## src/common/mtc_regs.svh

```systemverilog
// register offsets, field positions, reset values and cycle bases
// of the memory timing control block; included by the package, mtc_top and the testbench.
`ifndef MTC_REGS_SVH
`define MTC_REGS_SVH

`define MTC_ADDR_W        12
`define MTC_CTRL_OFFSET   12'h000
`define MTC_STAT_OFFSET   12'h004

`define MTC_CTRL_W        16
`define MTC_CTRL_RESET    16'h0000
`define MTC_CTRL_WMASK    16'hff7f

`define MTC_TPC_HI        15
`define MTC_TPC_LO        14
`define MTC_RCD_HI        13
`define MTC_RCD_LO        12
`define MTC_WRITE_TO_PRECHARGE_DELAY_HI       11
`define MTC_WRITE_TO_PRECHARGE_DELAY_LO       10
`define MTC_REFRESH_ROW_ASSERT_TIME_HI       9
`define MTC_REFRESH_ROW_ASSERT_TIME_LO       8
`define MTC_RSVD_BIT      7
`define MTC_BURST_BIT     6
`define MTC_WIDTH_BIT     5
`define MTC_AMX_HI        4
`define MTC_AMX_LO        3
`define MTC_REFRESH_ON_BIT      2
`define MTC_KIND_BIT      1
`define MTC_EDO_BIT       0

`define MTC_WRITE_TO_PRECHARGE_DELAY_RSVD     2'h3

`define MTC_STAT_SELF     0
`define MTC_STAT_PEND     1
`define MTC_STAT_HOLD     2
`define MTC_STAT_WAITSR   3

`define MTC_TPC_BASE      4'h1
`define MTC_TPC_SR_BASE   4'h2
`define MTC_RCD_BASE      3'h1
`define MTC_WRITE_TO_PRECHARGE_DELAY_BASE     2'h1
`define MTC_REFRESH_ROW_ASSERT_TIME_BASE     3'h2
`define MTC_DRAM_COL_BASE 4'h8

`define MTC_SDRAM_SHIFT0  4'h8
`define MTC_SDRAM_SHIFT1  4'h9
`define MTC_SDRAM_SHIFT2  4'ha
`define MTC_SDRAM_SHIFT3  4'h8

`define MTC_RESP_OKAY     2'h0
`define MTC_RESP_SLVERR   2'h2

`endif

```

## src/common/mtc_pkg.sv

```systemverilog
// types shared by the memory timing control block.
// assumes mtc_regs.svh is on the include path.
package mtc_pkg;
  `include "mtc_regs.svh"

  typedef enum logic [1:0] {
    MK_NORMAL = 2'b00,
    MK_DRAM   = 2'b01,
    MK_SDRAM  = 2'b10,
    MK_PSRAM  = 2'b11
  } mtc_mem_kind_t;

  typedef enum logic [1:0] {
    RF_IDLE   = 2'b00,
    RF_ENDING = 2'b01,
    RF_SRWAIT = 2'b10,
    RF_SELF   = 2'b11
  } mtc_rf_state_t;

  typedef struct packed {
    logic [3:0] precharge_cycles;
    logic [2:0] row_to_column_delay;
    logic [1:0] write_to_precharge_delay;
    logic [2:0] refresh_row_assert_time;
    logic       burst_enable;
    logic       memory_width_32;
    logic [3:0] row_shift;
    logic       sample_rising;
    logic       ras_negate_half_delay;
  } mtc_timing_t;
endpackage : mtc_pkg

```

## src/design/mtc_top.sv

```systemverilog
// memory timing control: one 16-bit control word behind an AXI4-Lite slave,
// decoded timing for the external memory sequencer, activate hold-off and
// the refresh / self-refresh request machine.
// assumes the sequencer pulses its events for one aclk cycle and keeps mem_kind static.
`timescale 1ns/10ps
`include "mtc_regs.svh"
module mtc_top
  import mtc_pkg::*;
#(
  parameter int TIMER_W = 4
) (
  input  wire logic                   aclk,
  input  wire logic                   aresetn,
  input  wire logic [`MTC_ADDR_W-1:0] s_axi_awaddr,
  input  wire logic                   s_axi_awvalid,
  output logic                        s_axi_awready,
  input  wire logic [31:0]            s_axi_wdata,
  input  wire logic [3:0]             s_axi_wstrb,
  input  wire logic                   s_axi_wvalid,
  output logic                        s_axi_wready,
  output logic [1:0]                  s_axi_bresp,
  output logic                        s_axi_bvalid,
  input  wire logic                   s_axi_bready,
  input  wire logic [`MTC_ADDR_W-1:0] s_axi_araddr,
  input  wire logic                   s_axi_arvalid,
  output logic                        s_axi_arready,
  output logic [31:0]                 s_axi_rdata,
  output logic [1:0]                  s_axi_rresp,
  output logic                        s_axi_rvalid,
  input  wire logic                   s_axi_rready,
  input  wire mtc_mem_kind_t          mem_kind,
  input  wire logic                   bus_cycle_active,
  input  wire logic                   refresh_tick,
  input  wire logic                   precharge_done,
  input  wire logic                   sdram_write_end,
  input  wire logic                   sdram_autorefresh,
  output mtc_timing_t                 timing,
  output logic                        activate_hold,
  output logic                        refresh_start,
  output logic                        bus_end_req,
  output logic                        self_refresh_active
);
  if (TIMER_W < 4) begin : g_bad_timer
    $error("mtc_top: TIMER_W must be at least 4");
  end

  logic [`MTC_CTRL_W-1:0]  ctrl_q;
  logic [`MTC_CTRL_W-1:0]  ctrl_d;
  logic                    aw_full_q;
  logic                    w_full_q;
  logic [`MTC_ADDR_W-1:0]  aw_addr_q;
  logic [31:0]             w_data_q;
  logic [3:0]              w_strb_q;
  logic                    awready_q;
  logic                    wready_q;
  logic                    bvalid_q;
  logic [1:0]              bresp_q;
  logic                    arready_q;
  logic                    rvalid_q;
  logic [31:0]             rdata_q;
  logic [1:0]              rresp_q;
  mtc_rf_state_t           rf_q;
  mtc_rf_state_t           rf_d;
  logic                    pend_q;
  logic                    refresh_start_q;
  logic                    bus_end_req_q;
  logic                    self_q;
  logic                    sr_exit_q;
  mtc_timing_t             timing_q;

  // AXI4-Lite write side: address and data are held independently
  wire aw_take   = s_axi_awvalid && awready_q;
  wire w_take    = s_axi_wvalid && wready_q;
  wire commit    = aw_full_q && w_full_q && !bvalid_q;
  wire aw_full_d = (aw_full_q && !commit) || aw_take;
  wire w_full_d  = (w_full_q && !commit) || w_take;
  wire bvalid_d  = (bvalid_q && !s_axi_bready) || commit;
  wire wr_ctrl   = commit && ({aw_addr_q[`MTC_ADDR_W-1:2], 2'b00} == `MTC_CTRL_OFFSET);
  wire wr_stat   = commit && ({aw_addr_q[`MTC_ADDR_W-1:2], 2'b00} == `MTC_STAT_OFFSET);
  wire wr_hit    = wr_ctrl || wr_stat;

  // byte lanes 0 and 1 carry the 16-bit word; reserved bit 7 never stores
  wire [`MTC_CTRL_W-1:0] lane_mask = {{8{w_strb_q[1]}}, {8{w_strb_q[0]}}};
  wire [`MTC_CTRL_W-1:0] wr_mask   = lane_mask & `MTC_CTRL_WMASK;
  wire [`MTC_CTRL_W-1:0] merged    = (ctrl_q & ~wr_mask) | (w_data_q[`MTC_CTRL_W-1:0] & wr_mask);
  // the reserved write-precharge code cannot be set: the old code stays
  wire write_to_precharge_delay_bad = (merged[`MTC_WRITE_TO_PRECHARGE_DELAY_HI:`MTC_WRITE_TO_PRECHARGE_DELAY_LO] == `MTC_WRITE_TO_PRECHARGE_DELAY_RSVD);
  wire [`MTC_CTRL_W-1:0] merged_ok = write_to_precharge_delay_bad ?
    {merged[`MTC_CTRL_W-1:`MTC_RCD_LO], ctrl_q[`MTC_WRITE_TO_PRECHARGE_DELAY_HI:`MTC_WRITE_TO_PRECHARGE_DELAY_LO],
     merged[`MTC_REFRESH_ROW_ASSERT_TIME_HI:0]} : merged;
  assign ctrl_d = wr_ctrl ? merged_ok : ctrl_q;

  // AXI4-Lite read side
  wire ar_take  = s_axi_arvalid && arready_q;
  wire rvalid_d = (rvalid_q && !s_axi_rready) || ar_take;
  wire rd_ctrl  = ({s_axi_araddr[`MTC_ADDR_W-1:2], 2'b00} == `MTC_CTRL_OFFSET);
  wire rd_stat  = ({s_axi_araddr[`MTC_ADDR_W-1:2], 2'b00} == `MTC_STAT_OFFSET);
  wire [31:0] stat_word = {28'h0000000, (rf_q == RF_SRWAIT), activate_hold, pend_q, self_q};
  wire [31:0] rd_word   = rd_ctrl ? {16'h0000, ctrl_q} : (rd_stat ? stat_word : 32'h00000000);

  // only aresetn clears the word; manual reset and standby never reach it
  always_ff @(posedge aclk) begin
    if (!aresetn) begin
      ctrl_q <= `MTC_CTRL_RESET;
    end else begin
      ctrl_q <= ctrl_d;
    end
  end

  always_ff @(posedge aclk) begin
    if (!aresetn) begin
      aw_full_q <= 1'b0;
      w_full_q  <= 1'b0;
      awready_q <= 1'b0;
      wready_q  <= 1'b0;
      bvalid_q  <= 1'b0;
      bresp_q   <= `MTC_RESP_OKAY;
    end else begin
      aw_full_q <= aw_full_d;
      w_full_q  <= w_full_d;
      awready_q <= !aw_full_d && !bvalid_d;
      wready_q  <= !w_full_d && !bvalid_d;
      bvalid_q  <= bvalid_d;
      if (commit) begin
        bresp_q <= wr_hit ? `MTC_RESP_OKAY : `MTC_RESP_SLVERR;
      end
    end
  end

  always_ff @(posedge aclk) begin
    if (!aresetn) begin
      aw_addr_q <= '0;
      w_data_q  <= 32'h00000000;
      w_strb_q  <= 4'h0;
    end else begin
      if (aw_take) begin
        aw_addr_q <= s_axi_awaddr;
      end
      if (w_take) begin
        w_data_q <= s_axi_wdata;
        w_strb_q <= s_axi_wstrb;
      end
    end
  end

  always_ff @(posedge aclk) begin
    if (!aresetn) begin
      arready_q <= 1'b0;
      rvalid_q  <= 1'b0;
      rdata_q   <= 32'h00000000;
      rresp_q   <= `MTC_RESP_OKAY;
    end else begin
      arready_q <= !rvalid_d;
      rvalid_q  <= rvalid_d;
      if (ar_take) begin
        rdata_q <= rd_word;
        rresp_q <= (rd_ctrl || rd_stat) ? `MTC_RESP_OKAY : `MTC_RESP_SLVERR;
      end
    end
  end

  // field decode
  wire [1:0] tpc_c  = ctrl_q[`MTC_TPC_HI:`MTC_TPC_LO];
  wire [1:0] rcd_c  = ctrl_q[`MTC_RCD_HI:`MTC_RCD_LO];
  wire [1:0] write_to_precharge_delay_c = ctrl_q[`MTC_WRITE_TO_PRECHARGE_DELAY_HI:`MTC_WRITE_TO_PRECHARGE_DELAY_LO];
  wire [1:0] refresh_row_assert_time_c = ctrl_q[`MTC_REFRESH_ROW_ASSERT_TIME_HI:`MTC_REFRESH_ROW_ASSERT_TIME_LO];
  wire [1:0] amx_c  = ctrl_q[`MTC_AMX_HI:`MTC_AMX_LO];
  wire refresh_on   = ctrl_q[`MTC_REFRESH_ON_BIT];
  wire refresh_kind = ctrl_q[`MTC_KIND_BIT];
  wire is_dram      = (mem_kind == MK_DRAM);
  wire is_sdram     = (mem_kind == MK_SDRAM);
  wire dynamic_mem  = (mem_kind != MK_NORMAL);

  wire [3:0] tpc_n  = {2'b00, tpc_c} + `MTC_TPC_BASE;
  // right after self-refresh the gap grows in steps of three
  wire [3:0] tpc_sr = {2'b00, tpc_c} + {1'b0, tpc_c, 1'b0} + `MTC_TPC_SR_BASE;
  wire [2:0] rcd_n  = {1'b0, rcd_c} + `MTC_RCD_BASE;
  wire [1:0] write_to_precharge_delay_n = write_to_precharge_delay_c + `MTC_WRITE_TO_PRECHARGE_DELAY_BASE;
  wire [2:0] refresh_row_assert_time_n = {1'b0, refresh_row_assert_time_c} + `MTC_REFRESH_ROW_ASSERT_TIME_BASE;

  wire [3:0] sdram_shift = (amx_c == 2'h0) ? `MTC_SDRAM_SHIFT0 :
                           (amx_c == 2'h1) ? `MTC_SDRAM_SHIFT1 :
                           (amx_c == 2'h2) ? `MTC_SDRAM_SHIFT2 : `MTC_SDRAM_SHIFT3;
  wire [3:0] dram_shift  = {2'b00, amx_c} + `MTC_DRAM_COL_BASE;

  mtc_timing_t timing_d;
  assign timing_d.precharge_cycles         = tpc_n;
  assign timing_d.row_to_column_delay      = rcd_n;
  assign timing_d.write_to_precharge_delay = write_to_precharge_delay_n;
  assign timing_d.refresh_row_assert_time  = refresh_row_assert_time_n;
  assign timing_d.burst_enable             = is_sdram || ctrl_q[`MTC_BURST_BIT];
  assign timing_d.memory_width_32          = ctrl_q[`MTC_WIDTH_BIT];
  assign timing_d.row_shift = is_dram ? dram_shift : (is_sdram ? sdram_shift : 4'h0);
  // extended-out timing only changes DRAM; other kinds keep normal sampling
  assign timing_d.sample_rising            = is_dram && ctrl_q[`MTC_EDO_BIT];
  assign timing_d.ras_negate_half_delay    = is_dram && ctrl_q[`MTC_EDO_BIT];

  always_ff @(posedge aclk) begin
    if (!aresetn) begin
      timing_q <= '0;
    end else begin
      timing_q <= timing_d;
    end
  end

  // activate hold-off: the longest pending gap wins inside the timer
  wire [3:0] gap_wr = tpc_n + {2'b00, write_to_precharge_delay_n};
  wire [3:0] gap_ar = tpc_n + {1'b0, refresh_row_assert_time_n};
  wire ld_pre = precharge_done;
  wire ld_wr  = is_sdram && sdram_write_end;
  wire ld_ar  = is_sdram && sdram_autorefresh;
  wire ld_sr  = sr_exit_q && is_dram;
  wire [3:0] v_pre = ld_pre ? tpc_n : 4'h0;
  wire [3:0] v_wr  = ld_wr ? gap_wr : 4'h0;
  wire [3:0] v_ar  = ld_ar ? gap_ar : 4'h0;
  wire [3:0] v_sr  = ld_sr ? tpc_sr : 4'h0;
  wire [3:0] v_a   = (v_pre > v_wr) ? v_pre : v_wr;
  wire [3:0] v_b   = (v_ar > v_sr) ? v_ar : v_sr;
  wire [3:0] v_max = (v_a > v_b) ? v_a : v_b;
  wire gap_load    = ld_pre || ld_wr || ld_ar || ld_sr;

  mtc_gap_timer #(
    .W (TIMER_W)
  ) u_gap (
    .aclk    (aclk),
    .aresetn (aresetn),
    .load    (gap_load),
    .value   (TIMER_W'(v_max)),
    .busy    (activate_hold)
  );

  // refresh request machine
  wire rf_enabled = refresh_on && dynamic_mem;
  wire want_self  = rf_enabled && refresh_kind;
  wire tick_ok    = rf_enabled && !refresh_kind && refresh_tick;

  always_comb begin
    rf_d = rf_q;
    unique case (rf_q)
      RF_IDLE: begin
        if (want_self) begin
          rf_d = RF_SRWAIT;
        end else if (tick_ok && bus_cycle_active) begin
          rf_d = RF_ENDING;
        end
      end
      RF_ENDING: begin
        if (!bus_cycle_active || !rf_enabled) begin
          rf_d = RF_IDLE;
        end
      end
      RF_SRWAIT: begin
        if (!want_self) begin
          rf_d = RF_IDLE;
        end else if (!bus_cycle_active) begin
          rf_d = RF_SELF;
        end
      end
      RF_SELF: begin
        if (!want_self) begin
          rf_d = RF_IDLE;
        end
      end
    endcase
  end

  // start fires on an idle-bus tick, or when the ended bus cycle clears
  wire start_now = (rf_q == RF_IDLE && !want_self && tick_ok && !bus_cycle_active) ||
                   (rf_q == RF_ENDING && !bus_cycle_active && rf_enabled);

  always_ff @(posedge aclk) begin
    if (!aresetn) begin
      rf_q            <= RF_IDLE;
      pend_q          <= 1'b0;
      refresh_start_q <= 1'b0;
      bus_end_req_q   <= 1'b0;
      self_q          <= 1'b0;
      sr_exit_q       <= 1'b0;
    end else begin
      rf_q            <= rf_d;
      // ticks seen in self-refresh never reach the start strobe
      refresh_start_q <= start_now && (rf_q != RF_SELF);
      pend_q          <= (rf_d == RF_ENDING);
      bus_end_req_q   <= (rf_d == RF_ENDING);
      self_q          <= (rf_d == RF_SELF);
      sr_exit_q       <= (rf_q == RF_SELF) && (rf_d != RF_SELF);
    end
  end

  assign s_axi_awready       = awready_q;
  assign s_axi_wready        = wready_q;
  assign s_axi_bvalid        = bvalid_q;
  assign s_axi_bresp         = bresp_q;
  assign s_axi_arready       = arready_q;
  assign s_axi_rvalid        = rvalid_q;
  assign s_axi_rdata         = rdata_q;
  assign s_axi_rresp         = rresp_q;
  assign timing              = timing_q;
  assign refresh_start       = refresh_start_q;
  assign bus_end_req         = bus_end_req_q;
  assign self_refresh_active = self_q;

  chk_reset_clears_word: assert property (@(posedge aclk)
    !aresetn |=> (ctrl_q == `MTC_CTRL_RESET)) else $error("word not cleared by reset");
  chk_reserved_reads_zero: assert property (@(posedge aclk) disable iff (!aresetn)
    ctrl_q[`MTC_RSVD_BIT] == 1'b0) else $error("reserved bit set");
  chk_write_to_precharge_delay_never_rsvd: assert property (@(posedge aclk) disable iff (!aresetn)
    ctrl_q[`MTC_WRITE_TO_PRECHARGE_DELAY_HI:`MTC_WRITE_TO_PRECHARGE_DELAY_LO] != `MTC_WRITE_TO_PRECHARGE_DELAY_RSVD) else $error("reserved delay code");
  chk_self_ignores_tick: assert property (@(posedge aclk) disable iff (!aresetn)
    (rf_q == RF_SELF) |=> !refresh_start) else $error("refresh started in self-refresh");
  chk_self_waits_idle: assert property (@(posedge aclk) disable iff (!aresetn)
    $rose(self_refresh_active) |-> !$past(bus_cycle_active)) else $error("self entry on busy");
  chk_tick_ends_cycle: assert property (@(posedge aclk) disable iff (!aresetn)
    (rf_q == RF_IDLE && tick_ok && !want_self && bus_cycle_active) |=> bus_end_req)
    else $error("tick did not end bus cycle");
  chk_end_then_start: assert property (@(posedge aclk) disable iff (!aresetn)
    (rf_q == RF_ENDING && rf_enabled && !bus_cycle_active) |=> (refresh_start && !bus_end_req))
    else $error("no refresh after ended bus cycle");
  chk_idle_tick_starts: assert property (@(posedge aclk) disable iff (!aresetn)
    (rf_q == RF_IDLE && tick_ok && !want_self && !bus_cycle_active) |=> refresh_start)
    else $error("idle tick gave no refresh");
  chk_refresh_off_quiet: assert property (@(posedge aclk) disable iff (!aresetn)
    (!rf_enabled && rf_q == RF_IDLE) |=> !refresh_start) else $error("refresh while off");
  chk_sdram_bursts: assert property (@(posedge aclk) disable iff (!aresetn)
    (is_sdram && $stable(mem_kind)) |=> timing.burst_enable) else $error("sdram not burst");
  chk_edo_dram_only: assert property (@(posedge aclk) disable iff (!aresetn)
    timing.sample_rising |-> ($past(is_dram) && $past(ctrl_q[`MTC_EDO_BIT])))
    else $error("rising sampling off dram");
  chk_write_holdoff: assert property (@(posedge aclk) disable iff (!aresetn)
    (ld_wr && gap_wr >= 4'h2) |=> activate_hold [*2]) else $error("write hold-off short");
  chk_refresh_holdoff: assert property (@(posedge aclk) disable iff (!aresetn)
    ld_ar |=> activate_hold [*3]) else $error("auto-refresh hold-off short");

  cov_self_entry: cover property (@(posedge aclk) disable iff (!aresetn)
    $rose(self_refresh_active));
  cov_end_then_refresh: cover property (@(posedge aclk) disable iff (!aresetn)
    bus_end_req ##1 refresh_start);
  cov_write_holdoff: cover property (@(posedge aclk) disable iff (!aresetn)
    ld_wr ##1 activate_hold);
endmodule : mtc_top

```

## src/design/mtc_gap_timer.sv

```systemverilog
// hold-off timer: counts down the longest gap loaded into it.
// assumes loads are single-cycle pulses synchronous to aclk.
`timescale 1ns/10ps
module mtc_gap_timer #(
  parameter int W = 4
) (
  input  wire logic         aclk,
  input  wire logic         aresetn,
  input  wire logic         load,
  input  wire logic [W-1:0] value,
  output logic              busy
);
  if (W < 4) begin : g_bad_width
    $error("mtc_gap_timer: W must be at least 4");
  end

  logic [W-1:0] count_q;
  logic [W-1:0] count_d;
  logic [W-1:0] dec;
  logic         busy_q;

  // a new gap never shortens one already running
  assign dec     = (count_q != '0) ? W'(count_q - 1'b1) : '0;
  assign count_d = (load && (value > dec)) ? value : dec;
  assign busy    = busy_q;

  always_ff @(posedge aclk) begin
    if (!aresetn) begin
      count_q <= '0;
      busy_q  <= 1'b0;
    end else begin
      count_q <= count_d;
      busy_q  <= (count_d != '0);
    end
  end

  chk_gap_hold: assert property (@(posedge aclk) disable iff (!aresetn)
    (load && value != '0) |=> busy) else $error("gap timer did not start");
endmodule : mtc_gap_timer

```

## config.mk

```make
export PLATFORM = sky130hd
export DESIGN_NAME = mtc_top
export DESIGN_NICKNAME = d
export VERILOG_FILES = /design/src/common/mtc_pkg.sv /design/src/design/mtc_top.sv /design/src/design/mtc_gap_timer.sv
export VERILOG_INCLUDE_DIRS = /design/src /design/src/common
export SDC_FILE = /design/constraint.sdc
export NUM_CORES = 1
export LEC_CHECK = 0
export BUFFER_PORTS_ARGS = -buffer_cell sky130_fd_sc_hd__buf_2
export CORE_UTILIZATION = 25
export CTS_CLUSTER_DIAMETER = 60
export DETAILED_ROUTE_END_ITERATION = 6
export GPL_ROUTABILITY_DRIVEN = 0
export GPL_TIMING_DRIVEN = 1
export PLACE_DENSITY = 0.53
export SETUP_SLACK_MARGIN = 0.05
export SLEW_MARGIN = 5
export SYNTH_ARGS = -nofsm -noshare
export SYNTH_HDL_FRONTEND = slang
export SYNTH_HIERARCHICAL = 1
export SYNTH_SLANG_ARGS = --single-unit
```

## constraint.sdc

```tcl
create_clock -name aclk -period 6.92 [get_ports aclk]
set_input_delay 1.038 -clock aclk [delete_from_list [all_inputs] [get_ports aclk]]
set_output_delay 1.038 -clock aclk [all_outputs]
set_load 0.01 [all_outputs]
```

==> Yosys cells after proc, flatten, opt, wreduce, memory -nomap -nowiden <==
Cells that the tools add are included.
{ "totals": {"inputBits": 74, "register_bits": 119} }
{ "op_classes": {"n_eq_ne": 14, "n_reduce_logical": 62, "add_sub_neg": 10, "n_bitwise": 5, "n_lt_le_gt_ge": 4, "n_mux": 25} }
{ "op_table": {"columns": ["operator", "count"], "rows": [
  ["4-bit 2-to-1 mux", 11],
  ["16-bit AND", 2],
  ["1-bit logical AND", 30],
  ["2-bit 2-to-1 mux", 11],
  ["10-bit by 1-bit == test with 1-bit output, second input constant", 2],
  ["10-bit logical NOT", 2],
  ["16-bit 2-to-1 mux", 1],
  ["16-bit NOT", 1],
  ["16-bit bitwise OR", 1],
  ["2-bit == test, second input constant", 6],
  ["4-bit greater-than comparator", 3],
  ["1-bit logical NOT", 12],
  ["1-bit logical OR", 12],
  ["2-bit by 1-bit == test with 1-bit output, second input constant", 4],
  ["2-bit one-hot mux with 4 select lines", 1],
  ["4-bit nonzero test", 2],
  ["2-bit by 1-bit adder with 3-bit output, second input constant", 2],
  ["2-bit by 3-bit adder with 4-bit output", 1],
  ["2-bit by 4-bit adder with 4-bit output, second input constant", 1],
  ["3-bit by 2-bit adder with 4-bit output", 1],
  ["3-bit by 3-bit adder with 4-bit output", 1],
  ["4-bit by 2-bit adder with 4-bit output, second input constant", 1],
  ["3-bit by 4-bit greater-than comparator with 1-bit output", 1],
  ["2-bit logical NOT", 2],
  ["other kinds (8)", 9]
]} }

==> Logic depth before layout (Yosys ltp) <==
{ "logic_depth": {"word_depth": 11, "mapped_depth": 26, "ltp_nobuf": 25} }

==> Cells and area by module <==
Netlist, hierarchy kept.
{ "modules_own_cells": {"columns": ["module", "area_per_inst_um2", "n_inst", "cells_each"], "rows": [
  ["mtc_top", 4068.9, 1, 464],
  ["mtc_gap_timer", 366.6, 1, 40]
]} }

==> Worst setup path after synthesis <==
Ideal clock, no wire load.
{ "synth_timing": {"kind": "reg2reg", "startpoint": "reg with a tool-made name", "endpoint": "reg u_gap.count_q[0]", "stages_incl_launch_ff": 26, "setup_time_ns": 0.126, "period_less_slack_ns": 5.115, "path_slack_ns": 1.805, "t_arrival_ns": 4.988, "cell_sequence": "dfxtp_1 > inv_1 > ha_1 > buf_2 > xor2_1 > ha_1 > a21oi_1 > xnor2_1 > nand3_1 > ha_1 > nor2_1 > a31oi_1 > and3_1 > and2_4 > a22o_2 > ha_1 > nor2b_1 > o211ai_1 > a21oi_1 > nand4_1 > o211ai_1 > ha_1 > nor2b_1 > o31ai_4 > a21oi_1 > mux2i_1"} }
{ "synth_rtl": {"columns": ["item", "line_no", "source"], "rows": [
  ["to (signal assigned)", "mtc_gap_timer.sv:32", "count_q <= count_d;"],
  ["to (decl)", "mtc_gap_timer.sv:17", "logic [W-1:0] count_q;"]
]} }

==> impl_metrics.ini <==
[yosys]
synth-seq-cells = 94
syn_area_per_cell_um2 = 8.801
yosysMostFrequentCell = dfxtp_1
synthFlopType = dfxtp_1
ys_warn_count = 6
post-synth-top-area-cell = dfxtp_1
yosysUniqueCellTypes = 61
yosys-top-cells-count = 94 x dfxtp_1, 70 x nand2_1, 49 x nor2_1
syn_area_um2 = 4436
async_reset_ff_frac = 0
yosys-top-cells-area = dfxtp_1 42%, ha_1 7.6%, nand2_1 5.9%
synth_top_area_frac = 0.4243
syn_inst = 504
ys_seq_area_frac = 0.4243
synth_edf_count = 0

[sta]
setup_viol = 0
relSlewSlack = 0.4354
fin_crit_sh = 0.8566
max_freq_mhz = 168.7
finalCriticalPeriod_ns = 5.928
worstMarginPinSlew_ns = 0.8438
fin_tns_setup_ns = 0
fin_skew_ns = 0.006408
holdWs_ns = 0.4509
rsz0062_at_grt = no
slew_viol_final = 0
hold_viol = 0

[setup_path]
cp.buffers_inverters = 2
worstPathCellList = inv_1 > ha_1 > fa_1 > xnor2_1 > xnor2_1 > nor2_1 > ha_1 > nand4_1 > o21ai_0 > nor2_1 > mux2_2 > inv_1 > ha_1 > and4_1 > a21oi_1 > nand4_1 > o211ai_1 > ha_1 > nor2b_1 > o31ai_4 > a211oi_2 > a211oi_1
start_kind = register
crit_top_cell = ha_1
worst-path-max-fanout = 11
critPathRequiredTime_ns = 7.17
crit_arrival_ns = 6.18
critPathSlowestCell = a21oi_1
cp_top_family = adder cells
cp-end-kind = register
critPathMaxStageDelay_ns = 0.55
worstSetupPathType = reg -> reg

[placed_design]
io_buffers = 94
hpwlAfterDp_um = 7929
post_dp_cell_area_um2 = 5024

[floorplanning]
start_util = 0.2564
die_area_um2 = 18280
num_rows = 48
io_pins = 139
die_h_um = 135.2
fp.coreArea_um2 = 17300
dieWidth_um = 135.2

[clock_tree]
cts_sinks = 94
cts_resized = 0
post_cts_buffers = 0
ctsLongestPathBuffers = 2
clk_latency_ns = 0.35
numCtsBuffers = 9
cts_tree = done
cts_htree_levels = 3
cts_hold_buf = 0
clock-root-buffer = clkbuf_16
path_clk_slew_ns = 0.07

[cells_and_area]
syn_to_final_growth_pct = 20.25
fill_cells = 1875
fin_nets = 691
seqCellArea_um2 = 1882
diodes = 0
drive_above_1_share = 0.2172
final_cell_area_um2 = 5334
multi_input_area_um2 = 2288

[route]
drc = 0
drtPass1Iterations = 4
drtAntennaViolNets = 0
avgRoutedWirePerCell_um = 13.08
routed_wl_um = 10710
initialDrtViolationCount = 177
vias = 3581
vias_per_cell = 4.372

[power_and_ir_drop]
power_density_nw_per_um2 = 240.3
peakVddDrop_mv = 0.1038
power.total_mw = 1.282
leakagePower_nw = 2.287

[hold_path]
hold_path_class = reg -> reg
min-delay-start = w_strb_q[0]

[global_routing]
grt_pass1_vias = 3284
grt_overflow = 0
grt_antenna_before_repair = 0
grt_max_degree = 71
grt_pass1_wl_um = 16880
track_usage = 0.1211

[run_status]
outcome = complete, no violations

[job]
max_cap_violations = 0
## placed cells by master, fill, tap and decap left out, types with 8 or more instances in the layout
cell / count
a21oi_1: 45
a22oi_1: 12
and2_1: 14
and3_1: 8
buf_2: 94
clkbuf_16: 9
conb_1: 21
dfxtp_1: 94
ha_1: 27
inv_1: 22
mux2i_1: 22
nand2_1: 70
nor2_1: 49
nor3_1: 8
## per-layer routing
metal	part of all wire	track usage	wire, um
met1	0.50	0.1649	5360
met2	0.43	0.1806	4601
met3	0.052	0.02881	556
met4	0.018	0.05306	193
met5	0	0	0
## cell families after synthesis
kind of cell / share of synthesized area
AO/OA/AOI/OAI: 0.1419
AND/OR/NAND/NOR: 0.2093
adder cells (fa/ha/maj): 0.08068
buffers and inverters: 0.07673
other: 0.0008455
flip-flops: 0.4243
XOR/XNOR: 0.01157
multiplexers: 0.05472
## metrics by stage
step                setup WS (ns)    util  cells
floorplan                   1.805       -    524
global placement            1.018  0.2904    803
detailed placement          1.041  0.2904    803
CTS                         1.028  0.3084    819
global route               0.5068  0.3084    819
finish                     0.9923  0.3084    819
## path summary, 6_finish.rpt
path / to / slack, ns / cells after the start
max: u_gap/busy / 0.99 / 22
max reg2reg: u_gap/busy / 0.99 / 22
min: w_strb_q[0] / 0.45 / 2
min reg2reg: w_strb_q[0] / 0.45 / 2
## worst register-to-register path, stage by stage, from the launching register on
cell and delay [ns]:
dfxtp_1 0.52, inv_1 0.22, ha_1 0.53, fa_1 0.48, xnor2_1 0.20, xnor2_1 0.14, nor2_1 0.08, ha_1 0.31
nand4_1 0.09, o21ai_0 0.10, nor2_1 0.33, mux2_2 0.41, inv_1 0.06, ha_1 0.21, and4_1 0.19, a21oi_1 0.55
nand4_1 0.16, o211ai_1 0.17, ha_1 0.29, nor2b_1 0.16, o31ai_4 0.26, a211oi_2 0.12, a211oi_1 0.26
## area by class of cell
class	count	share of cell area
Tap cell	225	0.05278
Inverter	23	0.01619
Sequential cell	94	0.3528
Timing Repair Buffer	96	0.09102
Multi-Input combinational cell	365	0.4290
Clock inverter	6	0.01337
Clock buffer	10	0.04480
## where the power goes
| group | total [mW] | internal, mW | switching (mW) |
|---|---|---|---|
| combinational | 0.188 | 0.0773 | 0.111 |
| clock | 0.514 | 0.292 | 0.222 |
| sequential | 0.580 | 0.563 | 0.0163 |
No activity file was read; power rests on OpenSTA's default activity.
